===== src/rtl/adp_consts.svh =====
`ifndef ADP_CONSTS_SVH
`define ADP_CONSTS_SVH

// ************************************************************
// register indices, byte address is four times the index
// ************************************************************
`define ADP_ADDR_PORT_IDX 32'hffff8392
`define ADP_DATA_PORT_IDX 32'hffff83a2

// ************************************************************
// reset values and widths
// ************************************************************
`define ADP_PORT_RST 16'h0000
`define ADP_PORT_W 16
`define ADP_SYNC_RST 16'h0000

// ************************************************************
// axi responses
// ************************************************************
`define ADP_RESP_OKAY 2'h0
`define ADP_RESP_SLVERR 2'h2

`endif


===== src/rtl/adp_pkg.sv =====
package adp_pkg;

  // ************************************************************
  // operating modes as seen on the mode inputs
  // ************************************************************
  typedef enum logic [1:0]
  {
    ADP_MODE_EXP_NOROM0 = 2'h0,
    ADP_MODE_EXP_NOROM1 = 2'h1,
    ADP_MODE_EXP_ROM = 2'h2,
    ADP_MODE_SINGLE = 2'h3
  } adp_mode_e;

  // ************************************************************
  // bus slave states and register select
  // ************************************************************
  typedef enum logic {ADP_WS_IDLE = 1'b0, ADP_WS_RESP = 1'b1} adp_wstate_e;
  typedef enum logic {ADP_RS_IDLE = 1'b0, ADP_RS_DATA = 1'b1} adp_rstate_e;

  typedef enum logic [1:0]
  {
    ADP_SEL_NONE = 2'h0,
    ADP_SEL_ADDR = 2'h1,
    ADP_SEL_DATA = 2'h3
  } adp_sel_e;

  // ************************************************************
  // pin drive bundle and port word
  // ************************************************************
  typedef logic [15:0] adp_word_t;

  typedef struct packed
  {
    logic [15:0] out;
    logic [15:0] oe;
  } adp_pin_s;

endpackage


===== src/rtl/adp_sync3.sv =====
`timescale 1ns/1ps
`include "adp_consts.svh"

module adp_sync3
(
  // clock and reset
  input wire logic clk,
  input wire logic rstn,
  // pin side
  input wire logic [15:0] async_in,
  // clock side
  output logic [15:0] sync_out
);

  logic [15:0] s1_q;
  logic [15:0] s2_q;
  logic [15:0] s3_q;
  logic [15:0] out_q;

  // ************************************************************
  // three stages, a bit moves only once stages two and three agree
  // ************************************************************
  always_ff @(posedge clk or negedge rstn)
  begin
    if (!rstn)
    begin
      s1_q <= `ADP_SYNC_RST;
      s2_q <= `ADP_SYNC_RST;
      s3_q <= `ADP_SYNC_RST;
    end
    else
    begin
      s1_q <= async_in;
      s2_q <= s1_q;
      s3_q <= s2_q;
    end
  end

  // per bit: a one-cycle glitch in stage two never reaches the output
  always_ff @(posedge clk or negedge rstn)
  begin
    if (!rstn)
      out_q <= `ADP_SYNC_RST;
    else
      out_q <= (out_q & ~(s2_q ~^ s3_q)) | (s3_q & (s2_q ~^ s3_q));
  end

  assign sync_out = out_q;

endmodule


===== src/rtl/adp_top.sv =====
`timescale 1ns/1ps
`include "adp_consts.svh"

module adp_top
(
  // clock and power-on reset
  input wire logic clk,
  input wire logic rstn,
  // axi4-lite write address
  input wire logic [31:0] s_axi_awaddr,
  input wire logic s_axi_awvalid,
  output logic s_axi_awready,
  // axi4-lite write data
  input wire logic [31:0] s_axi_wdata,
  input wire logic [3:0] s_axi_wstrb,
  input wire logic s_axi_wvalid,
  output logic s_axi_wready,
  // axi4-lite write response
  output logic [1:0] s_axi_bresp,
  output logic s_axi_bvalid,
  input wire logic s_axi_bready,
  // axi4-lite read address
  input wire logic [31:0] s_axi_araddr,
  input wire logic s_axi_arvalid,
  output logic s_axi_arready,
  // axi4-lite read data
  output logic [31:0] s_axi_rdata,
  output logic [1:0] s_axi_rresp,
  output logic s_axi_rvalid,
  input wire logic s_axi_rready,
  // mode and pin function control from other units
  input wire logic [1:0] op_mode,
  input wire logic [15:0] address_port_direction,
  input wire logic [15:0] data_port_direction,
  input wire logic [15:0] addr_fn_sel,
  input wire logic [15:0] data_fn_sel,
  // external bus unit
  input wire logic [15:0] bus_addr,
  input wire logic [15:0] bus_data_out,
  input wire logic bus_data_oe,
  output logic [15:0] bus_data_in,
  // address-shared pins
  input wire logic [15:0] addr_pin_in,
  output adp_pkg::adp_pin_s addr_pin_drv,
  // data-shared pins
  input wire logic [15:0] data_pin_in,
  output adp_pkg::adp_pin_s data_pin_drv
);

  localparam logic [31:0] ADDR_IDX = `ADP_ADDR_PORT_IDX;
  localparam logic [31:0] DATA_IDX = `ADP_DATA_PORT_IDX;

  // ************************************************************
  // decode helpers
  // ************************************************************
  // word address only, lanes are chosen by the strobes
  function automatic adp_pkg::adp_sel_e decode(input logic [31:0] a);
    adp_pkg::adp_sel_e s;
    s = adp_pkg::ADP_SEL_NONE;
    if (a[31:2] == ADDR_IDX[29:0])
      s = adp_pkg::ADP_SEL_ADDR;
    else if (a[31:2] == DATA_IDX[29:0])
      s = adp_pkg::ADP_SEL_DATA;
    return s;
  endfunction

  // strobe 1 writes the upper byte, bits 15:8; strobes 3 and 2 are ignored
  function automatic adp_pkg::adp_word_t lane_merge
  (
    input adp_pkg::adp_word_t old_v,
    input logic [15:0] wd,
    input logic [1:0] strb
  );
    adp_pkg::adp_word_t m;
    m = old_v;
    if (strb[1])
      m[15:8] = wd[15:8];
    if (strb[0])
      m[7:0] = wd[7:0];
    return m;
  endfunction

  // ************************************************************
  // state
  // ************************************************************
  adp_pkg::adp_word_t address_port_data_q;
  adp_pkg::adp_word_t data_port_data_low_q;
  adp_pkg::adp_wstate_e ws_q;
  adp_pkg::adp_rstate_e rs_q;
  logic aw_got_q;
  logic w_got_q;
  logic [31:0] awaddr_q;
  logic [15:0] wdata_q;
  logic [1:0] wstrb_q;
  logic [1:0] bresp_q;
  logic [31:0] rdata_q;
  logic [1:0] rresp_q;
  logic [15:0] addr_pin_sync;
  logic [15:0] data_pin_sync;
  logic [15:0] addr_view;
  logic [15:0] data_view;
  logic [15:0] addr_fn;
  logic [15:0] data_fn;
  logic [15:0] addr_out_d;
  logic [15:0] addr_oe_d;
  logic [15:0] data_out_d;
  logic [15:0] data_oe_d;
  logic aw_hs;
  logic w_hs;
  logic ar_hs;
  logic wr_commit;
  logic addr_bus_all;
  logic rom_mode;
  adp_pkg::adp_sel_e wsel;
  adp_pkg::adp_sel_e rsel;

  // ************************************************************
  // pin synchronisers
  // ************************************************************
  adp_sync3 u_addr_sync
  (
    .clk(clk),
    .rstn(rstn),
    .async_in(addr_pin_in),
    .sync_out(addr_pin_sync)
  );

  adp_sync3 u_data_sync
  (
    .clk(clk),
    .rstn(rstn),
    .async_in(data_pin_in),
    .sync_out(data_pin_sync)
  );

  // data bus reads from the pins go through the same filter
  assign bus_data_in = data_pin_sync;

  // ************************************************************
  // pin function and read view
  // ************************************************************
  assign addr_bus_all = (op_mode == adp_pkg::ADP_MODE_EXP_NOROM0) ||
                        (op_mode == adp_pkg::ADP_MODE_EXP_NOROM1);
  assign rom_mode = (op_mode == adp_pkg::ADP_MODE_EXP_ROM);

  generate
    for (genvar n = 0; n < `ADP_PORT_W; n++)
    begin : g_bit
      // modes 0/1 force the bus, mode 2 per pin, single-chip never
      assign addr_fn[n] = addr_bus_all |
        (rom_mode & addr_fn_sel[n]);
      assign data_fn[n] = addr_bus_all |
        (rom_mode & data_fn_sel[n]);

      // general function: direction bit gates the stored bit
      assign addr_out_d[n] = addr_fn[n] ? bus_addr[n]
                                        : address_port_data_q[n];
      assign addr_oe_d[n] = addr_fn[n]
                            | address_port_direction[n];
      assign data_out_d[n] = data_fn[n] ? bus_data_out[n]
                                        : data_port_data_low_q[n];
      assign data_oe_d[n] = data_fn[n] ? bus_data_oe
                                       : data_port_direction[n];

      // read path ignores the pin function, only direction counts
      assign addr_view[n] = address_port_direction[n]
                            ? address_port_data_q[n]
                            : addr_pin_sync[n];
      assign data_view[n] = data_port_direction[n]
                            ? data_port_data_low_q[n]
                            : data_pin_sync[n];
    end
  endgenerate

  // registered so the pads never see decode glitches, costs one cycle
  always_ff @(posedge clk or negedge rstn)
  begin
    if (!rstn)
    begin
      addr_pin_drv <= '0;
      data_pin_drv <= '0;
    end
    else
    begin
      addr_pin_drv.out <= addr_out_d;
      addr_pin_drv.oe <= addr_oe_d;
      data_pin_drv.out <= data_out_d;
      data_pin_drv.oe <= data_oe_d;
    end
  end

  // ************************************************************
  // write channels
  // ************************************************************
  assign s_axi_awready = (ws_q == adp_pkg::ADP_WS_IDLE) && !aw_got_q;
  assign s_axi_wready = (ws_q == adp_pkg::ADP_WS_IDLE) && !w_got_q;
  assign aw_hs = s_axi_awvalid && s_axi_awready;
  assign w_hs = s_axi_wvalid && s_axi_wready;
  assign wr_commit = (ws_q == adp_pkg::ADP_WS_IDLE) && aw_got_q && w_got_q;
  assign wsel = decode(awaddr_q);

  // address and data may arrive in either order
  always_ff @(posedge clk or negedge rstn)
  begin
    if (!rstn)
    begin
      aw_got_q <= 1'b0;
      awaddr_q <= 32'h0000_0000;
    end
    else if (aw_hs)
    begin
      aw_got_q <= 1'b1;
      awaddr_q <= s_axi_awaddr;
    end
    else if (wr_commit)
      aw_got_q <= 1'b0;
  end

  always_ff @(posedge clk or negedge rstn)
  begin
    if (!rstn)
    begin
      w_got_q <= 1'b0;
      wdata_q <= 16'h0000;
      wstrb_q <= 2'h0;
    end
    else if (w_hs)
    begin
      w_got_q <= 1'b1;
      wdata_q <= s_axi_wdata[15:0];
      wstrb_q <= s_axi_wstrb[1:0];
    end
    else if (wr_commit)
      w_got_q <= 1'b0;
  end

  always_ff @(posedge clk or negedge rstn)
  begin
    if (!rstn)
    begin
      ws_q <= adp_pkg::ADP_WS_IDLE;
      bresp_q <= `ADP_RESP_OKAY;
    end
    else
    begin
      case (ws_q)
        adp_pkg::ADP_WS_IDLE:
        begin
          if (wr_commit)
          begin
            ws_q <= adp_pkg::ADP_WS_RESP;
            bresp_q <= (wsel == adp_pkg::ADP_SEL_NONE) ? `ADP_RESP_SLVERR
                                                       : `ADP_RESP_OKAY;
          end
        end
        adp_pkg::ADP_WS_RESP:
        begin
          if (s_axi_bready)
            ws_q <= adp_pkg::ADP_WS_IDLE;
        end
        default:
          ws_q <= adp_pkg::ADP_WS_IDLE;
      endcase
    end
  end

  assign s_axi_bvalid = (ws_q == adp_pkg::ADP_WS_RESP);
  assign s_axi_bresp = bresp_q;

  // ************************************************************
  // data registers
  // ************************************************************
  // only the power-on reset reaches these; watchdog, standby and
  // sleep have no path here, so contents survive them
  always_ff @(posedge clk or negedge rstn)
  begin
    if (!rstn)
      address_port_data_q <= `ADP_PORT_RST;
    else if (wr_commit && (wsel == adp_pkg::ADP_SEL_ADDR))
      address_port_data_q <= lane_merge(address_port_data_q, wdata_q,
                                        wstrb_q);
  end

  always_ff @(posedge clk or negedge rstn)
  begin
    if (!rstn)
      data_port_data_low_q <= `ADP_PORT_RST;
    else if (wr_commit && (wsel == adp_pkg::ADP_SEL_DATA))
      data_port_data_low_q <= lane_merge(data_port_data_low_q, wdata_q,
                                         wstrb_q);
  end

  // ************************************************************
  // read channels
  // ************************************************************
  assign s_axi_arready = (rs_q == adp_pkg::ADP_RS_IDLE);
  assign ar_hs = s_axi_arvalid && s_axi_arready;
  assign rsel = decode(s_axi_araddr);

  // the pin level is sampled at the address handshake, not later
  always_ff @(posedge clk or negedge rstn)
  begin
    if (!rstn)
    begin
      rs_q <= adp_pkg::ADP_RS_IDLE;
      rdata_q <= 32'h0000_0000;
      rresp_q <= `ADP_RESP_OKAY;
    end
    else
    begin
      case (rs_q)
        adp_pkg::ADP_RS_IDLE:
        begin
          if (ar_hs)
          begin
            rs_q <= adp_pkg::ADP_RS_DATA;
            case (rsel)
              adp_pkg::ADP_SEL_ADDR:
              begin
                rdata_q <= {16'h0000, addr_view};
                rresp_q <= `ADP_RESP_OKAY;
              end
              adp_pkg::ADP_SEL_DATA:
              begin
                rdata_q <= {16'h0000, data_view};
                rresp_q <= `ADP_RESP_OKAY;
              end
              default:
              begin
                rdata_q <= 32'h0000_0000;
                rresp_q <= `ADP_RESP_SLVERR;
              end
            endcase
          end
        end
        adp_pkg::ADP_RS_DATA:
        begin
          if (s_axi_rready)
            rs_q <= adp_pkg::ADP_RS_IDLE;
        end
        default:
          rs_q <= adp_pkg::ADP_RS_IDLE;
      endcase
    end
  end

  assign s_axi_rvalid = (rs_q == adp_pkg::ADP_RS_DATA);
  assign s_axi_rdata = rdata_q;
  assign s_axi_rresp = rresp_q;

endmodule


===== config.mk =====
export PLATFORM = sky130hd
export DESIGN_NAME = adp_top
export DESIGN_NICKNAME = d
export VERILOG_FILES = /design/src/rtl/adp_pkg.sv /design/src/rtl/adp_sync3.sv /design/src/rtl/adp_top.sv
export VERILOG_INCLUDE_DIRS = /design/src /design/src/rtl
export SDC_FILE = /design/constraint.sdc
export NUM_CORES = 1
export LEC_CHECK = 0
export BUFFER_PORTS_ARGS = -buffer_cell sky130_fd_sc_hd__buf_2
export CORE_MARGIN = 4
export CORE_UTILIZATION = 36
export DETAILED_ROUTE_END_ITERATION = 12
export GPL_TIMING_DRIVEN = 1
export SETUP_SLACK_MARGIN = 0.2
export SLEW_MARGIN = 15
export SYNTH_ARGS = -nofsm -noshare
export SYNTH_HDL_FRONTEND = slang
export SYNTH_SLANG_ARGS = --single-unit

===== constraint.sdc =====
create_clock -name clk -period 6.2 [get_ports clk]
set_input_delay 1.86 -clock clk [delete_from_list [all_inputs] [get_ports clk]]
set_output_delay 1.86 -clock clk [all_outputs]
set_load 0.01 [all_outputs]

==> impl_metrics.toml, run 1 <==
[sta]
finalSetupTns_ps = 0
layout_worst_path_cycle_share = 0.556
timing.final.hold_violations = 0
worst_pin_slew_ps = 1050
layout_setup_ws_ps = 2750
period_needed_ps = 3450
rsz_0062_raised_after_global_routing = "false"
fmax_mhz = 290
timing.slew.headroom = 0.297
number_of_failing_setup_endpoints_in_the_final_timing_report = 0
worst_case_clock_skew_ps = 12.7
pins_over_slew_limit = 0
hold_ws_ps = 341

[die]
num_io_pins = 359
fp.dieW_um = 181
core_region_area_mm2 = 0.0290
design.die.area_mm2 = 0.0326
initial_core_utilization = 0.369
rows = 62
die_height_um = 181

[clock_tree]
post_cts_hold_buffer_count = 0
ctsLongestPathBuffers = 3
clock_sinks = 294
cts.htree.levels = 2
tritoncts = "yes"
cts.repair_timing.setup_buffer_count = 0
cts_made_buffers = 34
clock-root-buffer = "sky130_fd_sc_hd__clkbuf_16"
ctsResizeCount = 0
clk_pin_slew_worst_paths_ps = 60
clkLatencyLatePin_ps = 490

[grt]
first_global_vias = 7370
grt_antenna_before_repair = 5
grtUsageMet1 = 0.215
globalRouteMet2Util = 0.271
grt_max_degree = 131
grt_first_pass_wirelength_um = 42600
global_routing_usage_summed_across_all_routing_layers = 0.166
globalRouteMet3Util = 0.0484
globalRoute.busiestLayer = "met2"
grt_overflow = 0

[yosys]
synth_mux_area_frac = 0.164
yosys.area_share.xor_xnor = 0
synth-seq-area-share = 0.686
synth.area.top_cells = "sky130_fd_sc_hd__dfrtp_1, sky130_fd_sc_hd__mux2_2, sky130_fd_sc_hd__maj3_1"
netlist_area_mm2 = 0.0107
synth_seq_cells = 294
syn_area_per_cell_um2 = 14.8
mapped_cells = 723
adder_cell_fraction_of_synth_area = 0.0299
synth_compound_area_frac = 0.0353
synth_top_family_by_area = "multiplexers"
warning_count_from_the_yosys_run = 0
synth.distinct_cells = 31
yosysTopAreaCell = "sky130_fd_sc_hd__dfrtp_1"
synth_largest_type_area_fraction = 0.686
basic_gate_share_of_the_synthesized_area_counting_and_or_nand_and_nor_cells = 0.0511

[placed_design]
postPlaceCellArea_mm2 = 0.0127
gp_congestion = 0.814
io_buffer_count = 318
dp.final_hpwl_um = 19600
dp_slack_ps = 2260
dpl.cell_count = 1408

[detailed_routing]
drt_drc_violations_left = 0
drt_iter0_drc = 358
via_per_inst = 4.64
vias = 6832
wl_per_cell_um = 18.6
aggregate_routed_wire_length_um = 27300
antenna_violating_nets_post_route = 0
drtPass1Iterations = 4

[hold_path]
hold_path_class = "flop to flop"
hold_depth = 0

[pwr]
max-vdd-ir-drop_mv = 0.266
power_leakage_nw = 6.70
share_comb_of_total_power = 0.129
seqPwrFrac = 0.476
power.share.clock = 0.394
switching_share = 0.241
power-per-cell-area_mw_per_mm2 = 351
total_power_mw = 4.85
power.switching_mw = 1.17
p_int_mw = 3.68

[critical_path]
crit_chain = "buf_2 > nor4b_1 > nand4_1 > or4_1 > o21ai_0"
path_class = "primary input to flop"
reg2reg_depth = 4
cp_slowest_stage_delay_ps = 940
critPathMaxFanout = 16
critical_path.endpoint_type = "flop"
crit_path_start_kind = "primary input"
cp_slowest_cell = "sky130_fd_sc_hd__or4_1"
worstPathRequired_ps = 6600
worst_reg2reg_setup_slack_ps = 3500
cp_data_arrival_time_ps = 3840

[final_layout]
design.final.nets = 1298
post-route-cell-area_mm2 = 0.0138
finalCoreUtilization = 0.476
area_taken_by_flip_flops_and_latches_mm2 = 0.00736
final-instance-count-excl-fill = 1471
area_growth_pct = 28.7
multi_input_gate_area_mm2 = 0.00308
drive_gt1_frac = 0.482
final.fill_count = 2699

[flow_run]
cap_violations = 0

[outcome]
outcome = "completed"
[area by class of cell]
class	count	share of cell area
tap	384	0.0348
timing repair buffer	325	0.120
inverter	34	0.00925
multi-input combinational	371	0.223
clock inverter	5	0.00227
sequential	294	0.533
clock buffer	55	0.0771
antenna	3	0.000544
[logic make-up (layout without fill, tap and decap cells)]
group	after synthesis	after routing
AOI/OAI and AO/OA	70	70
adders and majority gates	32	32
buffers and inverters	75	419
DFF	294	294
muxes	160	160
other	1	21
and+or+nand+nor	91	91
[placed cells by master (no fill, tap or decap), types with 2 or more instances in the layout]
cell type,Yosys,layout
sky130_fd_sc_hd__o22ai_1,16,16
sky130_fd_sc_hd__nor4b_1,3,3
sky130_fd_sc_hd__conb_1,1,18
sky130_fd_sc_hd__clkbuf_16,0,37
sky130_fd_sc_hd__or2_2,16,16
sky130_fd_sc_hd__inv_1,34,34
sky130_fd_sc_hd__nand2b_1,4,4
sky130_fd_sc_hd__clkbuf_8,0,7
sky130_fd_sc_hd__nor4_4,4,4
sky130_fd_sc_hd__nand2_1,37,37
sky130_fd_sc_hd__buf_2,1,317
sky130_fd_sc_hd__mux2_2,126,126
sky130_fd_sc_hd__o21ai_0,50,50
sky130_fd_sc_hd__nand4_1,8,8
sky130_fd_sc_hd__clkinv_2,0,3
sky130_fd_sc_hd__maj3_1,32,32
sky130_fd_sc_hd__diode_2,0,3
sky130_fd_sc_hd__or4_1,2,2
sky130_fd_sc_hd__clkbuf_1,18,11
sky130_fd_sc_hd__buf_4,18,7
sky130_fd_sc_hd__nor4bb_1,4,4
sky130_fd_sc_hd__mux2_1,2,2
sky130_fd_sc_hd__dfrtp_1,294,294
sky130_fd_sc_hd__mux2i_1,32,32
sky130_fd_sc_hd__nor2_1,6,6
[worst max-delay path: cells and delay by family]
kind | cells | cell delay [ps]
simple gates | 3 | 1580
buf+inv | 1 | 100
compound gates | 1 | 310
[synthesized netlist by cell type (all sizes together)]
library cell,number
mux2,128
nand2b,4
a21o,1
nor4,5
a2111oi,1
nor2b,2
o21ai,50
nand3,1
inv,34
or2,16
maj3,32
nor4b,3
nor2,6
nand4,8
nand2,37
mux2i,32
buf,23
nor4bb,4
conb,1
a31oi,1
and3b,1
dfrtp,294
o22ai,16
a21oi,1
or4,2
clkbuf,18
and2,2
[per-layer routing]
metal / vias to the layer above / part of all wire
met1: 3381 / 0.41
met5: - / 0.0015
met4: 6 / 0.026
li1: 3141 / -
met3: 48 / 0.081
met2: 256 / 0.48
[power by group through the flow]
stage / combinational (mW) / sequential (mW) / clock [mW]
final: 0.626 / 2.31 / 1.91
after global routing: 0.691 / 2.34 / 2.06
after CTS: 0.639 / 2.31 / 1.98
after detailed placement: 0.637 / 2.34 / 0
after global placement: 0.621 / 2.34 / 0
after floorplan: 0.383 / 2.32 / 0
[path summary, 6_finish.rpt]
| kind | endpoint | startpoint |
|---|---|---|
| worst min-delay path | u_addr_sync.s2_q[0]$_DFF_PN0_ | u_addr_sync.s1_q[0]$_DFF_PN0_ |
| worst min register to register | u_addr_sync.s2_q[0]$_DFF_PN0_ | u_addr_sync.s1_q[0]$_DFF_PN0_ |
| min in group asynchronous | asynchronous set/reset pin | rstn |
| max in group asynchronous | u_addr_sync.s3_q[9]$_DFF_PN0_ | rstn |
| worst max register to register | data_port_data_low_q[11]$_DFFE_PN0P_ | awaddr_q[15]$_DFFE_PN0P_ |
| worst max-delay path | s_axi_rdata[5]$_DFFE_PN0P_ | s_axi_araddr[13] |
(Power assumes the default switching activity.)
==> run 2, diff against run 1 <==
==> constraint.sdc (replaced) <==
create_clock -name clk -period 3.01 [get_ports clk]
set_input_delay 0.903 -clock clk [delete_from_list [all_inputs] [get_ports clk]]
set_output_delay 0.903 -clock clk [all_outputs]
set_load 0.01 [all_outputs]
==> run 2 against run 1 <==
  * Clock-buffer cell count shrank 11
  * Power increased by 100%
  * Worst setup slack worse by 2100 ps
  * Critical path depth unchanged
  * Via count is essentially flat
  * Final cell count hardly changed
  * Non-clock buffer count is 10 higher
  * Sequential cell count unchanged
  * Worst hold slack lost 61 ps
  * Global-route usage decreased by 0.071 points
  * First-iteration DRC count down 19%
==> impl_metrics.toml, run 2 (synthesized netlist as in run 1, its figures left out) <==
[sta]
rsz_0062_raised_after_global_routing = "false"
worst_case_clock_skew_ps = 9.41
timing.slew.headroom = 0.486
pins_over_slew_limit = 0
period_needed_ps = 2350
hold_ws_ps = 280
finalSetupTns_ps = 0
layout_setup_ws_ps = 663
fmax_mhz = 426
worst_pin_slew_ps = 770
timing.final.hold_violations = 0
number_of_failing_setup_endpoints_in_the_final_timing_report = 0
layout_worst_path_cycle_share = 0.780

[final_layout]
area_growth_pct = 29.4
final.fill_count = 2650
insertedDiodeCount = 0
mostFrequentLayoutCells = "sky130_fd_sc_hd__buf_2, sky130_fd_sc_hd__dfrtp_1, sky130_fd_sc_hd__mux2_2"
post-route-cell-area_mm2 = 0.0139
final-instance-count-excl-fill = 1472
most_frequent_standard_cell_in_the_layout_excluding_fill_and_tap_cells = "sky130_fd_sc_hd__buf_2"
design.final.nets = 1305
drive_gt1_frac = 0.487

[critical_path]
critical_path.endpoint_type = "flop"
path_class = "flop to flop"
crit_family = "simple AND/OR/NAND/NOR gates"
worstPathRequired_ps = 3430
critPathMaxFanout = 8
crit_chain = "nor4b_1 > nand4_1 > nor4_4 > buf_4 > mux2_2"
critPathBufInv = 1
worst_reg2reg_setup_slack_ps = 660
cp_slowest_stage_delay_ps = 510
cp_data_arrival_time_ps = 2770
reg2reg_depth = 5
reg2reg_to = "data_port_data_low_q[10]$_DFFE_PN0P_"
rr_startpoint = "awaddr_q[2]$_DFFE_PN0P_"
crit_path_start_kind = "flop"
cp_slowest_cell = "sky130_fd_sc_hd__nand4_1"

[clock_tree]
cts.htree.levels = 1
clk_pin_slew_worst_paths_ps = 60
tritoncts = "yes"
cts_made_buffers = 31
clock_sinks = 294
ctsLongestPathBuffers = 3
post_cts_hold_buffer_count = 0
clkLatencyLatePin_ps = 540
cts.repair_timing.setup_buffer_count = 0
ctsResizeCount = 0
clock-root-buffer = "sky130_fd_sc_hd__clkbuf_16"

[pwr]
seqPwrFrac = 0.480
power.share.clock = 0.389
share_comb_of_total_power = 0.131
switching_share = 0.241
power-per-cell-area_mw_per_mm2 = 715
p_int_mw = 7.53
power_leakage_nw = 6.75
power.switching_mw = 2.39
max-vdd-ir-drop_mv = 0.586

[placed_design]
dp_slack_ps = 263
dpl.cell_count = 1418
io_buffer_count = 318
gp_congestion = 0.798
dp.final_hpwl_um = 20200
postPlaceCellArea_mm2 = 0.0128

[detailed_routing]
vias = 6826
drt_drc_violations_left = 0
drt_iter0_drc = 291
wl_per_cell_um = 18.8
via_per_inst = 4.64
aggregate_routed_wire_length_um = 27700
drtPass1Iterations = 4
antenna_violating_nets_post_route = 0

[grt]
grt_max_degree = 79
grt_overflow = 0
global_routing_usage_summed_across_all_routing_layers = 0.165
first_global_vias = 7200
grt_antenna_before_repair = 5
grt_first_pass_wirelength_um = 42500

[die]
die_height_um = 181
fp.dieW_um = 181
rows = 62
core_region_area_mm2 = 0.0290
design.die.area_mm2 = 0.0326
num_io_pins = 359
initial_core_utilization = 0.369

[flow_run]
cap_violations = 0

[hold_path]
hold_path_class = "primary input to asynchronous set/reset pin"

[outcome]
outcome = "completed"
-- run 2: per-layer routing --
metal,share of wire,vias to the layer above,global-route usage
li1,-,3144,-
met1,0.40,3382,0.208
met2,0.49,238,0.277
met3,0.077,52,0.0523
met4,0.029,10,0.0430
met5,0.0022,-,0
-- run 2: how the worst max path moves through the flow --
stage | start | end | slack (ps) | cells after the start
after CTS | awaddr_q[2]$_DFFE_PN0P_ | address_port_data_q[12]$_DFFE_PN0P_ | 620 | 5
after global routing | awaddr_q[2]$_DFFE_PN0P_ | data_port_data_low_q[4]$_DFFE_PN0P_ | 440 | 5
final | awaddr_q[2]$_DFFE_PN0P_ | data_port_data_low_q[10]$_DFFE_PN0P_ | 660 | 5
after detailed placement | s_axi_araddr[13] | s_axi_rdata[11]$_DFFE_PN0P_ | 260 | 6
after global placement | s_axi_araddr[13] | s_axi_rdata[10]$_DFFE_PN0P_ | 340 | 6
after floorplan | s_axi_araddr[13] | s_axi_rdata[10]$_DFFE_PN0P_ | 670 | 6
-- run 2: stage by stage --
| stage | power, mW | utilization |
|---|---|---|
| after detailed placement | 6.17 | 0.442 |
| final | 9.93 | 0.478 |
| after CTS | 10.1 | 0.478 |
| after global placement | 6.11 | 0.442 |
| after floorplan | 5.58 | - |
| after global routing | 10.4 | 0.478 |
-- run 2: final cells by class --
class | instances | area [um2] | area share
clock inverter | 10 | 154 | 0.0111
timing repair buffer | 335 | 1790 | 0.129
multi-input combinational | 371 | 3080 | 0.222
inverter | 34 | 128 | 0.00920
tap | 384 | 480 | 0.0346
sequential | 294 | 7360 | 0.530
clock buffer | 44 | 885 | 0.0638
-- run 2: power groups by stage --
stage | logic (mW) | clock network (mW) | registers, mW
after floorplan | 0.790 | 0 | 4.79
after global placement | 1.30 | 0 | 4.82
after detailed placement | 1.33 | 0 | 4.84
after global routing | 1.44 | 4.15 | 4.83
after CTS | 1.33 | 3.99 | 4.77
final | 1.30 | 3.86 | 4.76
==> run 3, diff against run 2 <==
==> constraint.sdc (replaced) <==
create_clock -name clk -period 2.1 [get_ports clk]
set_input_delay 0.63 -clock clk [delete_from_list [all_inputs] [get_ports clk]]
set_output_delay 0.63 -clock clk [all_outputs]
set_load 0.01 [all_outputs]
==> run 3 against run 2 <==
  * Wire length down 0.73%
  * Sequential cell count unchanged
  * Design area up 2.5%
  * Final cell count up 0.48%
  * Clock-buffer cell count up 8
  * Largest cell class unchanged
==> impl_metrics.toml, run 3 (synthesized netlist as in run 1, its figures left out) <==
[critical_path]
crit_chain = "nand4_1 > or4_4 > buf_8 > nor4_4 > buf_12 > mux2_2"
cp_data_arrival_time_ps = 2350
crit_path_start_kind = "flop"
critical_path.endpoint_type = "flop"
cp_slowest_cell = "sky130_fd_sc_hd__or4_4"
cp_slowest_stage_delay_ps = 530
worstPathRequired_ps = 2470
path_class = "flop to flop"
crit_family = "simple AND/OR/NAND/NOR gates"
critPathMaxFanout = 8
critPathBufInv = 2

[clock_tree]
clock_sinks = 294
clkLatencyLatePin_ps = 490
tritoncts = "yes"
cts.htree.levels = 2
cts_made_buffers = 34
post_cts_hold_buffer_count = 0
clock-root-buffer = "sky130_fd_sc_hd__clkbuf_16"
clk_pin_slew_worst_paths_ps = 60
ctsLongestPathBuffers = 3

[sta]
layout_setup_ws_ps = 122
fmax_mhz = 506
layout_worst_path_cycle_share = 0.942
pins_over_slew_limit = 0
worst_pin_slew_ps = 757
timing.final.hold_violations = 0
number_of_failing_setup_endpoints_in_the_final_timing_report = 0
timing.slew.headroom = 0.495
period_needed_ps = 1980
rsz_0062_raised_after_global_routing = "true"
worst_case_clock_skew_ps = 8.22

[placed_design]
postPlaceCellArea_mm2 = 0.0130
gp_congestion = 0.858
io_buffer_count = 318
dp.final_hpwl_um = 19700
dp_slack_ps = -60.3

[detailed_routing]
drtPass1Iterations = 4
via_per_inst = 4.65
drt_drc_violations_left = 0
wl_per_cell_um = 18.6
vias = 6881
aggregate_routed_wire_length_um = 27500
antenna_violating_nets_post_route = 0
drt_iter0_drc = 368

[die]
initial_core_utilization = 0.369
die_height_um = 181
core_region_area_mm2 = 0.0290
design.die.area_mm2 = 0.0326
fp.dieW_um = 181
num_io_pins = 359
rows = 62

[grt]
first_global_vias = 7424
grt_first_pass_wirelength_um = 42800
global_routing_usage_summed_across_all_routing_layers = 0.165
grt_overflow = 0
grt_max_degree = 72
grt_antenna_before_repair = 3

[final_layout]
area_taken_by_flip_flops_and_latches_mm2 = 0.00736
mostFrequentLayoutCells = "sky130_fd_sc_hd__buf_2, sky130_fd_sc_hd__dfrtp_1, sky130_fd_sc_hd__mux2_2"
final.fill_count = 2616
design.final.nets = 1312
area_growth_pct = 32.7
insertedDiodeCount = 0
most_frequent_standard_cell_in_the_layout_excluding_fill_and_tap_cells = "sky130_fd_sc_hd__buf_2"
drive_gt1_frac = 0.498
finalCoreUtilization = 0.490
post-route-cell-area_mm2 = 0.0142
multi_input_gate_area_mm2 = 0.00321

[outcome]
outcome = "completed"

[pwr]
power_leakage_nw = 6.87
max-vdd-ir-drop_mv = 0.993
power-per-cell-area_mw_per_mm2 = 1030

[flow_run]
cap_violations = 0

[hold_path]
hold_path_class = "primary input to asynchronous set/reset pin"
-- run 3: power by group --
part | leakage (nW) | switching (mW) | internal [mW]
Clock | 0.560 | 2.17 | 3.66
Combinational | 2.76 | 0.891 | 1.08
Sequential | 3.54 | 0.450 | 6.42
-- run 3: worst paths after layout --
check / start / end / slack [ps] / cells after the start
max: awaddr_q[18]$_DFFE_PN0P_ / data_port_data_low_q[2]$_DFFE_PN0P_ / 120 / 6
min: rstn / addr_pin_drv[3]$_DFF_PN0_ / 30 / 1
max reg2reg: awaddr_q[18]$_DFFE_PN0P_ / data_port_data_low_q[2]$_DFFE_PN0P_ / 120 / 6
min reg2reg: u_data_sync.s1_q[8]$_DFF_PN0_ / u_data_sync.s2_q[8]$_DFF_PN0_ / 350 / 0
max in group asynchronous: rstn / wdata_q[9]$_DFFE_PN0P_ / 1390 / 2
min in group clk: data_pin_in[13] / u_data_sync.s1_q[13]$_DFF_PN0_ / 240 / 1
-- run 3: metrics by stage --
step,hold WS [ps],TNS (ps),total power [mW],std cells
after floorplan,331,0,8.02,740
after global placement,332,-335,8.81,1420
after detailed placement,335,-496,8.89,1420
after CTS,8.27,0,14.8,1477
after global routing,21.9,0,15.4,1479
final,27.2,0,14.7,1479
-- run 3: repair_timing --
action                                  CTS  global route
endpoints found under the setup margin   32            33
setup buffers                             0             2
resized for setup                        25             6
pin swaps                                 3             3
-- run 3: worst reg2reg max path, delay by kind of cell, from the launching register on --
kind | cells | cell delay, ps
flops | 1 | 360
buf+inv | 2 | 340
mux | 1 | 340
simple gates | 3 | 830
-- run 3: layout make-up --
class | instances | area share
clock buffers | 52 | 0.0761
repair buffers | 339 | 0.134
multi-input cells | 371 | 0.226
flip-flops and latches | 294 | 0.517
well taps | 384 | 0.0338
clock inverters | 5 | 0.00396
inverters | 34 | 0.00897
-- run 3: metal layers --
layer  share of wire  track usage  routed length (um)  vias to the layer above
li1                -            -                   -                     3168
met1            0.43        0.220               11800                     3429
met2            0.48        0.270               13200                      234
met3           0.072       0.0460                1970                       44
met4           0.017       0.0414                 457                        6
met5          0.0017            0                  47                        -
